### config.mk
export PLATFORM = sky130hd
export DESIGN_NAME = gpo_pll_gain_offset_config
export DESIGN_NICKNAME = d
export VERILOG_FILES = /design/src/gpo_pll_gain_offset_config.v /design/src/serial_reg_port.v
export VERILOG_INCLUDE_DIRS = /design/src
export SDC_FILE = /design/constraint.sdc
export NUM_CORES = 1
export LEC_CHECK = 0
export BUFFER_PORTS_ARGS = -buffer_cell sky130_fd_sc_hd__clkbuf_2
export CORE_UTILIZATION = 50
export CTS_BUF_LIST = sky130_fd_sc_hd__clkbuf_4 sky130_fd_sc_hd__clkbuf_8
export CTS_CLUSTER_SIZE = 24
export DETAILED_ROUTE_END_ITERATION = 8
export HOLD_SLACK_MARGIN = 0.12
export PLACE_DENSITY = 0.7
export SYNTH_ARGS = -nofsm -noshare
export SYNTH_HDL_FRONTEND = slang
export SYNTH_SLANG_ARGS = --single-unit
### constraint.sdc
create_clock -name sys_clk -period 20.7 [get_ports sys_clk]
set_input_delay 1.035 -clock sys_clk [delete_from_list [all_inputs] [get_ports sys_clk]]
set_output_delay 1.035 -clock sys_clk [all_outputs]
set_load 0.02 [all_outputs]
### src/gpo_cfg_map.vh
// Register offsets, field positions, reset values and timing counts for the config bank
`ifndef GPO_CFG_MAP_VH
`define GPO_CFG_MAP_VH
`define ADDR_GPO_RAMP_GAIN_CONFIG 6'h02
`define ADDR_PLL_FREQUENCY_OFFSET 6'h03
`define ADDR_AFC_SIGNED_OFFSET 6'h04
`define REG_WIDTH 18
`define ADDR_WIDTH 6
`define GPO_MSB 17
`define GPO_LSB 15
`define TX_PAT_MSB 14
`define TX_PAT_LSB 12
`define PRESET_MSB 11
`define PRESET_LSB 10
`define RAMP_TABLE_BIT 7
`define SHORT_RAMP_BIT 6
`define GAIN_MSB 3
`define GAIN_LSB 0
`define CFG_RESET 18'h00003
`define FREQUENCY_OFFSET_WORD_RESET 18'h00000
`define AFC_RESET 18'h00000
`define RAMP_LONG_QS 5'h10
`define RAMP_SHORT_QS 5'h0D
`define GAIN_MAX_CODE 4'hD
`define BASE_832_KHZ 32'd832000
`define BASE_1664_KHZ 32'd1664000
`define FREQUENCY_OFFSET_WORD_STEP_KHZ 32'd5
`define FINE_SHIFT 24
`define AFC_STEP_FINE 48'sh6590
`endif

### src/gpo_pll_gain_offset_config.v
// Configuration bank: GPO override, preset, ramp, gain and PLL frequency word
`timescale 1ns/1ps
`include "gpo_cfg_map.vh"
module gpo_pll_gain_offset_config #(
   parameter TX_DUR_WIDTH = 8,
   parameter RX_DUR_WIDTH = 8
) (
   input wire sys_clk,
   input wire resetn,
   input wire sdi_clk,
   input wire sdi_data,
   input wire sdi_enable_n,
   input wire tx_start_input,
   input wire rx_enable_input,
   input wire override_enable,
   input wire [2:0] rx_override_pattern,
   input wire [TX_DUR_WIDTH-1:0] tx_override_duration,
   input wire [RX_DUR_WIDTH-1:0] rx_override_duration,
   input wire [1:0] base_frequency_select,
   output reg general_output_bit_three,
   output reg general_output_bit_two,
   output reg general_output_bit_one,
   output reg [1:0] pll_preset_select,
   output reg ramp_table_select,
   output reg [4:0] ramp_quarter_symbols,
   output reg signed [7:0] digital_gain_db,
   output reg [`REG_WIDTH-1:0] gpo_ramp_gain_config,
   output reg [`REG_WIDTH-1:0] pll_frequency_offset,
   output reg [`REG_WIDTH-1:0] afc_signed_offset,
   output reg signed [47:0] lock_freq_fine
);
   localparam ST_IDLE = 3'b001;
   localparam ST_TX = 3'b010;
   localparam ST_RX = 3'b100;

   wire wr_strobe;
   wire [`ADDR_WIDTH-1:0] wr_addr;
   wire [`REG_WIDTH-1:0] wr_data;
   reg [1:0] txs_sync;
   reg [1:0] rxs_sync;
   reg [1:0] ovr_sync;
   reg txs_prev;
   reg rxs_prev;
   reg [2:0] state;
   reg [15:0] timer;
   reg [2:0] next_pins;
   reg signed [47:0] next_freq;
   reg signed [47:0] base_term;
   reg signed [47:0] frequency_offset_word_term;
   reg signed [47:0] afc_term;

   serial_reg_port i_serial_reg_port (
      .sys_clk(sys_clk),
      .resetn(resetn),
      .sdi_clk(sdi_clk),
      .sdi_data(sdi_data),
      .sdi_enable_n(sdi_enable_n),
      .wr_strobe(wr_strobe),
      .wr_addr(wr_addr),
      .wr_data(wr_data)
   );

   // Gain in dB from the 4-bit code
   function signed [7:0] gain_db;
      input [3:0] code;
      begin
         if (code >= `GAIN_MAX_CODE) begin
            gain_db = 8'sd60;
         end else begin
            gain_db = $signed({4'h0, code}) * 8'sd6 - 8'sd18;
         end
      end
   endfunction

   // Base frequency in kHz for the base_frequency_select input code
   function [31:0] base_khz;
      input [1:0] sel;
      begin
         case (sel)
            2'b00: base_khz = 32'd0;
            2'b01: base_khz = `BASE_832_KHZ;
            default: base_khz = `BASE_1664_KHZ;
         endcase
      end
   endfunction

   // The lock frequency is carried in kHz scaled by 2^24. In these units the
   // 5 kHz offset step and the 26 MHz/2^24 AFC step are both exact integers,
   // so the word carries no rounding. Divider settings do not enter the sum,
   // which keeps the programmed relation whatever the dividers are set to.
   always @* begin
      base_term = $signed({16'h0000, base_khz(base_frequency_select)});
      frequency_offset_word_term = $signed({30'h0, pll_frequency_offset}) *
                  $signed({16'h0000, `FREQUENCY_OFFSET_WORD_STEP_KHZ});
      // Sign extension lets a negative AFC word pull the frequency down
      afc_term = $signed({{30{afc_signed_offset[17]}}, afc_signed_offset}) *
                 `AFC_STEP_FINE;
      next_freq = ((base_term + frequency_offset_word_term) <<< `FINE_SHIFT) + afc_term;
      // Programmed bits unless an override pattern is running
      next_pins = gpo_ramp_gain_config[`GPO_MSB:`GPO_LSB];
      if (state == ST_TX) begin
         next_pins = gpo_ramp_gain_config[`TX_PAT_MSB:`TX_PAT_LSB];
      end else if (state == ST_RX) begin
         next_pins = rx_override_pattern;
      end
   end

   // Host writes land one cycle after the strobe; unmapped addresses fall
   // through the default branch. Reserved bits are kept as written.
   always @(posedge sys_clk) begin
      if (!resetn) begin
         gpo_ramp_gain_config <= `CFG_RESET;
         pll_frequency_offset <= `FREQUENCY_OFFSET_WORD_RESET;
         afc_signed_offset <= `AFC_RESET;
      end else if (wr_strobe) begin
         case (wr_addr)
            `ADDR_GPO_RAMP_GAIN_CONFIG: gpo_ramp_gain_config <= wr_data;
            `ADDR_PLL_FREQUENCY_OFFSET: pll_frequency_offset <= wr_data;
            `ADDR_AFC_SIGNED_OFFSET: afc_signed_offset <= wr_data;
            default: ;
         endcase
      end
   end

   // Requests and the enable come from other domains: two flip-flops each.
   // The previous-level flops reset low, the idle level of both requests,
   // so the release of reset never looks like a rising request.
   always @(posedge sys_clk) begin
      if (!resetn) begin
         txs_sync <= 2'h0;
         rxs_sync <= 2'h0;
         ovr_sync <= 2'h0;
         txs_prev <= 1'b0;
         rxs_prev <= 1'b0;
      end else begin
         txs_sync <= {txs_sync[0], tx_start_input};
         rxs_sync <= {rxs_sync[0], rx_enable_input};
         ovr_sync <= {ovr_sync[0], override_enable};
         txs_prev <= txs_sync[1];
         rxs_prev <= rxs_sync[1];
      end
   end

   // Override sequencer. While override is enabled, a synced rising request starts its pattern,
   // which stands for duration plus one cycles; transmit wins when both rise together.
   always @(posedge sys_clk) begin
      if (!resetn) begin
         state <= ST_IDLE;
         timer <= 16'h0000;
      end else begin
         case (state)
            ST_IDLE: begin
               if (ovr_sync[1] && txs_sync[1] && !txs_prev) begin
                  state <= ST_TX;
                  timer <= {{(16-TX_DUR_WIDTH){1'b0}}, tx_override_duration};
               end else if (ovr_sync[1] && rxs_sync[1] && !rxs_prev) begin
                  state <= ST_RX;
                  timer <= {{(16-RX_DUR_WIDTH){1'b0}}, rx_override_duration};
               end
            end
            ST_TX, ST_RX: begin
               // Pattern ends when the duration expires, the request drops or enable clears
               if (!ovr_sync[1] || timer == 16'h0000 ||
                   (state == ST_TX ? !txs_sync[1] : !rxs_sync[1])) begin
                  state <= ST_IDLE;
               end else begin
                  timer <= timer - 16'h0001;
               end
            end
            default: state <= ST_IDLE;
         endcase
      end
   end

   // Pins follow the sequencer one cycle later, each from its own flip-flop
   always @(posedge sys_clk) begin
      if (!resetn) begin
         general_output_bit_three <= 1'b0;
         general_output_bit_two <= 1'b0;
         general_output_bit_one <= 1'b0;
      end else begin
         {general_output_bit_three, general_output_bit_two, general_output_bit_one} <=
            next_pins;
      end
   end

   // Controls derived from the stored words follow them one cycle later
   always @(posedge sys_clk) begin
      if (!resetn) begin
         pll_preset_select <= 2'h0;
         ramp_table_select <= 1'b0;
         ramp_quarter_symbols <= `RAMP_LONG_QS;
         digital_gain_db <= 8'sd0;
         lock_freq_fine <= 48'sd0;
      end else begin
         pll_preset_select <= gpo_ramp_gain_config[`PRESET_MSB:`PRESET_LSB];
         ramp_table_select <= gpo_ramp_gain_config[`RAMP_TABLE_BIT];
         ramp_quarter_symbols <= gpo_ramp_gain_config[`SHORT_RAMP_BIT] ?
            `RAMP_SHORT_QS : `RAMP_LONG_QS;
         digital_gain_db <= gain_db(gpo_ramp_gain_config[`GAIN_MSB:`GAIN_LSB]);
         lock_freq_fine <= next_freq;
      end
   end
endmodule // gpo_pll_gain_offset_config

### src/serial_reg_port.v
// Three-wire serial write port: shifts a 6-bit address and 18-bit data word
`timescale 1ns/1ps
`include "gpo_cfg_map.vh"
module serial_reg_port (
   input wire sys_clk,
   input wire resetn,
   input wire sdi_clk,
   input wire sdi_data,
   input wire sdi_enable_n,
   output reg wr_strobe,
   output reg [`ADDR_WIDTH-1:0] wr_addr,
   output reg [`REG_WIDTH-1:0] wr_data
);
   reg [2:0] clk_sync;
   reg [1:0] data_sync;
   reg [2:0] en_sync;
   reg [23:0] shift;
   reg [4:0] count;

   always @(posedge sys_clk) begin
      if (!resetn) begin
         clk_sync <= 3'h0;
         data_sync <= 2'h0;
         en_sync <= 3'h7;
         shift <= 24'h000000;
         count <= 5'h00;
         wr_strobe <= 1'b0;
         wr_addr <= 6'h00;
         wr_data <= 18'h00000;
      end else begin
         clk_sync <= {clk_sync[1:0], sdi_clk};
         data_sync <= {data_sync[0], sdi_data};
         en_sync <= {en_sync[1:0], sdi_enable_n};
         wr_strobe <= 1'b0;
         if (en_sync[1]) begin
            count <= 5'h00;
         end else if (clk_sync[1] && !clk_sync[2]) begin
            // Address first, MSB first, then data MSB first
            shift <= {shift[22:0], data_sync[1]};
            if (count != 5'h18) begin
               count <= count + 5'h01;
            end
         end
         // Word is committed when enable rises after 24 or more bits; the last 24 shifted are kept
         if (en_sync[1] && !en_sync[2] && count == 5'h18) begin
            wr_strobe <= 1'b1;
            wr_addr <= shift[23:18];
            wr_data <= shift[17:0];
         end
      end
   end
endmodule // serial_reg_port

==> results.yml, run 1 <==
grt:
  antenna_found_initial: 0
  grt_use_met1_pct: 29.9
  busiest_layer: "met2"
  track_usage_pct: 23.1
  grt_pass1_vias: 10700
  grt_use_met2_pct: 39.8
  grt_overflow: 0
  grt_use_met3_pct: 3.55
  grt_max_degree: 78
  grt_pass1_wl_mm: 52.9
die:
  design.die.area_um2: 28300
  die-height_um: 168
  io_pins: 150
  core_um2: 27000
  start_util_pct: 51.1
  fp.dieW_um: 168
  row_count: 60
layout:
  antennaDiodeCount: 0
  nFillCells: 2441
  syn2layout_area_growth_pct: 13.5
  drive_above_1_share_pct: 14.5
  fin_nets: 1964
setup_path:
  r2r_end: "lock_freq_fine[42]"
  critPathLaunchType: "flop"
  path_buf_inv: 6
  reg2reg_depth: 29
  required_ns: 21.08
  regToRegSetupSlack_ns: 12.71
  cpMostUsedCell: "inv_1"
  critPathMaxFanout: 19
  slowest_stage: "dfxtp_1"
  critical-path-top-delay-family: "adder cells"
  cp-end-kind: "flop"
  worstSetupPathType: "flop to flop"
  critPathMaxStageDelay_ns: 0.71
  crit_arrival_ns: 8.37
  reg2reg_from: "afc_signed_offset[16]"
synth:
  synthFlopType: "dfxtp_1"
  ys_ff_latch: 202
  ys_seq_area_share_pct: 29.3
  yosys_warnings: 0
  synth.cell_area_um2: 13800
  synth_largest_area_cell: "dfxtp_1"
  synth-async-reset-ratio_pct: 0
  synthTopCellsByCount: "dfxtp_1 (202), inv_1 (167), ha_1 (161)"
  synthCells: 1570
  synth_area_leaders: "dfxtp_1 (29%), ha_1 (15%), fa_1 (10%), mux2i_1 (5.0%), inv_1 (4.5%)"
  synth.avg_cell_area_um2: 8.79
  synth_edf_count: 0
  synth_cell_type_count: 76
  synth_top_area_share_pct: 29.3
  yosysMostFrequentCell: "dfxtp_1"
hold_path:
  min_to: "i_serial_reg_port.en_sync[1]"
  hp-start: "i_serial_reg_port.en_sync[0]"
  hold_path_class: "flop to flop"
  min_path_cells: 1
clock_tree:
  insertion_delay_ns: 0.53
  clkSinkCount: 202
  clk_pin_slew_worst_paths_ns: 0.06
  hold_buffers: 0
  clock_path_buffers: 3
  cts-buffers-inserted: 38
  htreeDepth: 2
  cts_setup_buffers: 0
  root_buffer: "clkbuf_8"
  cts_resized: 0
  cts_tree: "yes"
detailed_routing:
  dr.pass1.iters: 5
  drtIter0Drc: 632
  drc_errors: 0
  wl_mm: 32.3
  drtAntennaViolNets: 0
  avgRoutedWirePerCell_um: 15.6
  viasPerCell: 5.39
  vias: 11200
timing:
  max_slew_margin_pct: 23.2
  final-setup-viol-count: 0
  fmax_ghz: 0.125
  slew_viol_final: 0
  tightest_slew_ns: 1.15
  fin_tns_setup_ns: 0
  post-route-period-util_pct: 38.6
  rsz0062_at_grt: "no"
  skew_ns: 0.0129
  min_period_ns: 7.99
  finalHoldViolCount: 0
pwr:
  peakVddDrop_mv: 0.0387
  powerDensity_nw_per_um2: 56.5
  power.total_uw: 885
  p_leak_nw: 7.63
place:
  dp_hpwl_mm: 24.4
  portBuffers: 143
  globalplace.congestion: 0.907
run_status:
  status: "complete, no violations"
flow_run:
  cap_violations: 0
[worst max path at each step]
stage,depth (start not counted),endpoint,startpoint,slack (ns)
after floorplan,26,lock_freq_fine[46],afc_signed_offset[3],13.80
after global placement,27,lock_freq_fine[46],afc_signed_offset[16],13.21
after detailed placement,29,lock_freq_fine[42],afc_signed_offset[16],12.87
after CTS,29,lock_freq_fine[42],afc_signed_offset[16],12.87
after global routing,29,lock_freq_fine[42],afc_signed_offset[16],12.08
final,29,lock_freq_fine[42],afc_signed_offset[16],12.71
[report_power, final]
| part | internal (mW) | switching, mW | leakage [nW] |
|---|---|---|---|
| combinational | 0.0101 | 0.0197 | 5.53 |
| sequential | 0.392 | 0.00149 | 1.63 |
| clock | 0.290 | 0.172 | 0.463 |
[sequential cells by signal, indices dropped and copies added, names as in the netlist, 2 cells and up]
| signal | cells |
|---|---|
| i_serial_reg_port.count | 5 |
| i_serial_reg_port.shift | 24 |
| ovr_sync | 2 |
| i_serial_reg_port.en_sync | 3 |
| gpo_ramp_gain_config | 18 |
| ramp_quarter_symbols | 2 |
| lock_freq_fine | 44 |
| i_serial_reg_port.wr_data | 18 |
| afc_signed_offset | 18 |
| digital_gain_db | 7 |
| i_serial_reg_port.data_sync | 2 |
| timer | 16 |
| state | 3 |
| i_serial_reg_port.wr_addr | 6 |
| txs_sync | 2 |
| rxs_sync | 2 |
| i_serial_reg_port.clk_sync | 3 |
| pll_frequency_offset | 18 |
| pll_preset_select | 2 |
[cells by family after synthesis]
group | after synthesis | synth area share (%)
AO/OA/AOI/OAI | 277 | 12.6
XOR/XNOR | 71 | 4.51
adder cells (fa/ha/maj) | 232 | 24.9
buffers and inverters | 230 | 6.62
flip-flops | 202 | 29.3
multiplexers | 75 | 5.50
other | 1 | 0.0272
AND/OR/NAND/NOR | 482 | 16.5
[cell usage in the layout, fill, tap and decap left out, types with 8 or more instances in the layout]
cell      Yosys  routed
and3_1        8       8
or2_2         9       9
o21ai_0      41      41
mux2i_1      69      69
nor2b_1      17      16
nand3_1      18      18
xor2_1       30      30
a21oi_1     124     124
clkbuf_8      0      43
nand2_1     156     156
a211oi_1      8       8
xnor2_1      41      41
ha_1        161     161
a21o_1       21      21
nor2_1      143     143
and2_1       28      28
fa_1         71      71
or3_1        11      11
inv_1       167     167
nand2b_1     20      20
dfxtp_1     202     202
clkbuf_2      0     143
o21a_1       10      10
nor3_1       34      34
[stage by stage]
stage | util (%) | cell area [um2] | hold WS [ns] | instances | worst slack, ns
floorplan | - | 13800 | 0.386 | 1575 | 13.80
global placement | 54.6 | 14700 | 0.407 | 2004 | 13.21
detailed placement | 54.6 | 14700 | 0.402 | 2004 | 12.87
CTS | 57.9 | 15700 | 0.423 | 2068 | 12.87
global route | 57.9 | 15700 | 0.460 | 2068 | 12.08
finish | 57.9 | 15700 | 0.427 | 2068 | 12.71
[cell type report]
| class | count | area (um2) | share of cell area, % |
|---|---|---|---|
| Timing Repair Buffer | 149 | 761 | 4.86 |
| Sequential cell | 202 | 4040 | 25.8 |
| Multi-Input combinational cell | 1143 | 8880 | 56.7 |
| Clock buffer | 49 | 637 | 4.07 |
| Clock inverter | 15 | 270 | 1.73 |
| Tap cell | 341 | 427 | 2.73 |
| Inverter | 169 | 637 | 4.07 |
[metal layers]
layer / wire (um) / vias up
li1: - / 5546
met1: 15000 / 5285
met2: 15300 / 269
met3: 1370 / 52
met4: 694 / 0
met5: 0 / -
No activity file was read; power rests on OpenSTA's default activity.
==> run 2: changes to the inputs <==
Settings changed: PLACE_DENSITY 0.7 to 0.72.
Clock period 20.7 ns to 6.9 ns, I/O delays scaled along.
==> run 2 against run 1 <==
Effect of this change: the flow now finishes with violations (negative setup slack); non-clock buffer count rose by 110; sequential share of layout area fell by 1.6 points; sequential cell count did not move; combinational power rose to 3.2 times the previous value; critical path depth fell by 2; final area rose by 7.3%; die area did not move; critical endpoint is now lock_freq_fine[46]; clock skew rose by 0.013 ns; clock power rose to 2.8 times the previous value.
==> results.yml, run 2 (same netlist as run 1, synthesis figures left out) <==
layout:
  antennaDiodeCount: 0
  regMostFlops: "lock_freq_fine"
  drive_above_1_share_pct: 22.6
  syn2layout_area_growth_pct: 21.8
  stdcell_count: 2178
  final_cell_area_um2: 16800
  largest_reg_flops: 44
  layout.cells.most_common: "dfxtp_1"
  largestRegisters: "lock_freq_fine x44, i_serial_reg_port.shift x24"
  fin_nets: 2072
  final_cell_mix: "dfxtp_1 (193), inv_1 (165), nand2_1 (156)"
  utilization_pct: 62.2
grt:
  track_usage_pct: 24.0
  grt_max_degree: 82
  grt_pass1_wl_mm: 55.2
  antenna_found_initial: 0
  grt_pass1_vias: 11500
  grt_overflow: 0
detailed_routing:
  drtIter0Drc: 634
  wl_mm: 34.0
  drtAntennaViolNets: 0
  viasPerCell: 5.35
  dr.pass1.iters: 5
  avgRoutedWirePerCell_um: 15.6
  drc_errors: 0
  vias: 11700
die:
  row_count: 60
  core_um2: 27000
  fp.dieW_um: 168
  die-height_um: 168
  design.die.area_um2: 28300
  start_util_pct: 51.1
  io_pins: 150
place:
  dp_cells: 2096
  portBuffers: 143
  placed_area_um2: 15400
  globalplace.congestion: 0.921
  place_ws_ns: -0.466
  dp_hpwl_mm: 24.7
run_status:
  violations: "negative setup slack"
  status: "finished with violations"
setup_path:
  worstSetupPathType: "flop to flop"
  cp-end-kind: "flop"
  required_ns: 7.30
  crit_arrival_ns: 7.33
  critPathMaxFanout: 4
  critPathLaunchType: "flop"
  reg2reg_depth: 27
clock_tree:
  clk_pin_slew_worst_paths_ns: 0.06
  htreeDepth: 2
  clock_path_buffers: 3
  clkSinkCount: 202
  insertion_delay_ns: 0.54
  cts-buffers-inserted: 36
  root_buffer: "clkbuf_8"
  cts_tree: "yes"
timing:
  skew_ns: 0.0257
  finalHoldViolCount: 0
  setup_ws_ns: -0.0273
  min_period_ns: 6.93
  slew_viol_final: 0
  post-route-period-util_pct: 100
  tightest_slew_ns: 1.20
  rsz0062_at_grt: "yes"
  fin_tns_setup_ns: -0.0487
  max_slew_margin_pct: 19.6
  fmax_ghz: 0.144
  final-setup-viol-count: 3
pwr:
  powerDensity_nw_per_um2: 152
  p_leak_nw: 8.16
  peakVddDrop_mv: 0.128
flow_run:
  cap_violations: 0
hold_path:
  hold_path_class: "input pin to flop"
  min_path_cells: 5
run 2: cell types whose count changed in the layout (fill, tap and decap cells not counted), moves of 4 or more:
cell           before  now
dfxtp_4             0    6
a21oi_2             0   10
dlygate4sd3_1       0    6
ha_4                0   14
o21ai_0            41   34
buf_4               6  107
ha_2                0    4
o21ai_2             0    6
bufinv_16           7    3
a21oi_1           124  114
ha_1              161  143
clkbuf_8           43   47
dfxtp_1           202  193
run 2: path summary, 6_finish.rpt:
path	start	endpoint	slack (ns)
worst max-delay path	afc_signed_offset[1]	lock_freq_fine[46]	-0.03
worst min-delay path	rx_override_pattern[0]	general_output_bit_one	0.19
worst max register to register	afc_signed_offset[1]	lock_freq_fine[46]	-0.03
worst min register to register	i_serial_reg_port.en_sync[0]	i_serial_reg_port.en_sync[1]	0.41
run 2: routing by layer:
metal / up-vias / global-route usage [%] / wire length, um
li1: 5773 / - / -
met1: 5529 / 30.3 / 15000
met2: 289 / 42.0 / 16400
met3: 72 / 3.20 / 1510
met4: 0 / 8.30 / 1030
met5: - / 0 / 0
run 2: stage by stage:
| step | total power [mW] | hold slack, ns |
|---|---|---|
| 3_5_place_dp | 1.30 | 0.395 |
| 4_1_cts | 2.59 | 0.171 |
| 5_1_grt | 2.65 | 0.203 |
| 3_3_place_gp | 1.29 | 0.398 |
| 6_report | 2.55 | 0.190 |
| 2_1_floorplan | 1.27 | 0.386 |
run 2: power breakdown:
group          internal, mW  leakage (nW)  switching [mW]
clock network         0.762         0.439           0.520
logic                0.0342          6.08          0.0603
registers              1.17          1.64         0.00439
run 2: area by class of cell:
cell class / instances / area [um2]
clock buffer: 53 / 692
clock inverter: 11 / 148
fill: 2262 / 10200
inverter: 169 / 637
multi-input combinational: 1143 / 9210
sequential: 202 / 4070
tap: 341 / 427
timing repair buffer: 259 / 1610
run 2: critical path, stage by stage (launching register included):
cell	delay, ns
dfxtp_4	0.37
ha_4	0.28
inv_2	0.04
fa_2	0.57
fa_1	0.41
fa_1	0.50
inv_1	0.06
fa_1	0.46
ha_2	0.20
buf_4	0.15
a21o_1	0.18
a21o_1	0.17
a21oi_2	0.18
a311oi_2	0.15
a211o_1	0.34
a41oi_2	0.21
o21bai_1	0.12
a21oi_2	0.20
xnor2_1	0.10
ha_2	0.21
or3_4	0.37
a311oi_2	0.21
o21bai_1	0.12
a21o_1	0.23
a311oi_2	0.36
inv_2	0.11
a31oi_1	0.16
mux2_1	0.34
run 2: timing repair:
| item | in CTS | in global routing |
|---|---|---|
| setup buffers | 4 | 8 |
| endpoints found under the setup margin | 13 | 13 |
| endpoints found under the hold margin | 6 | 0 |
| hold buffers | 6 | 0 |
| cloned | 0 | 0 |
| resized for setup | 22 | 56 |
| pin swaps | 16 | 49 |
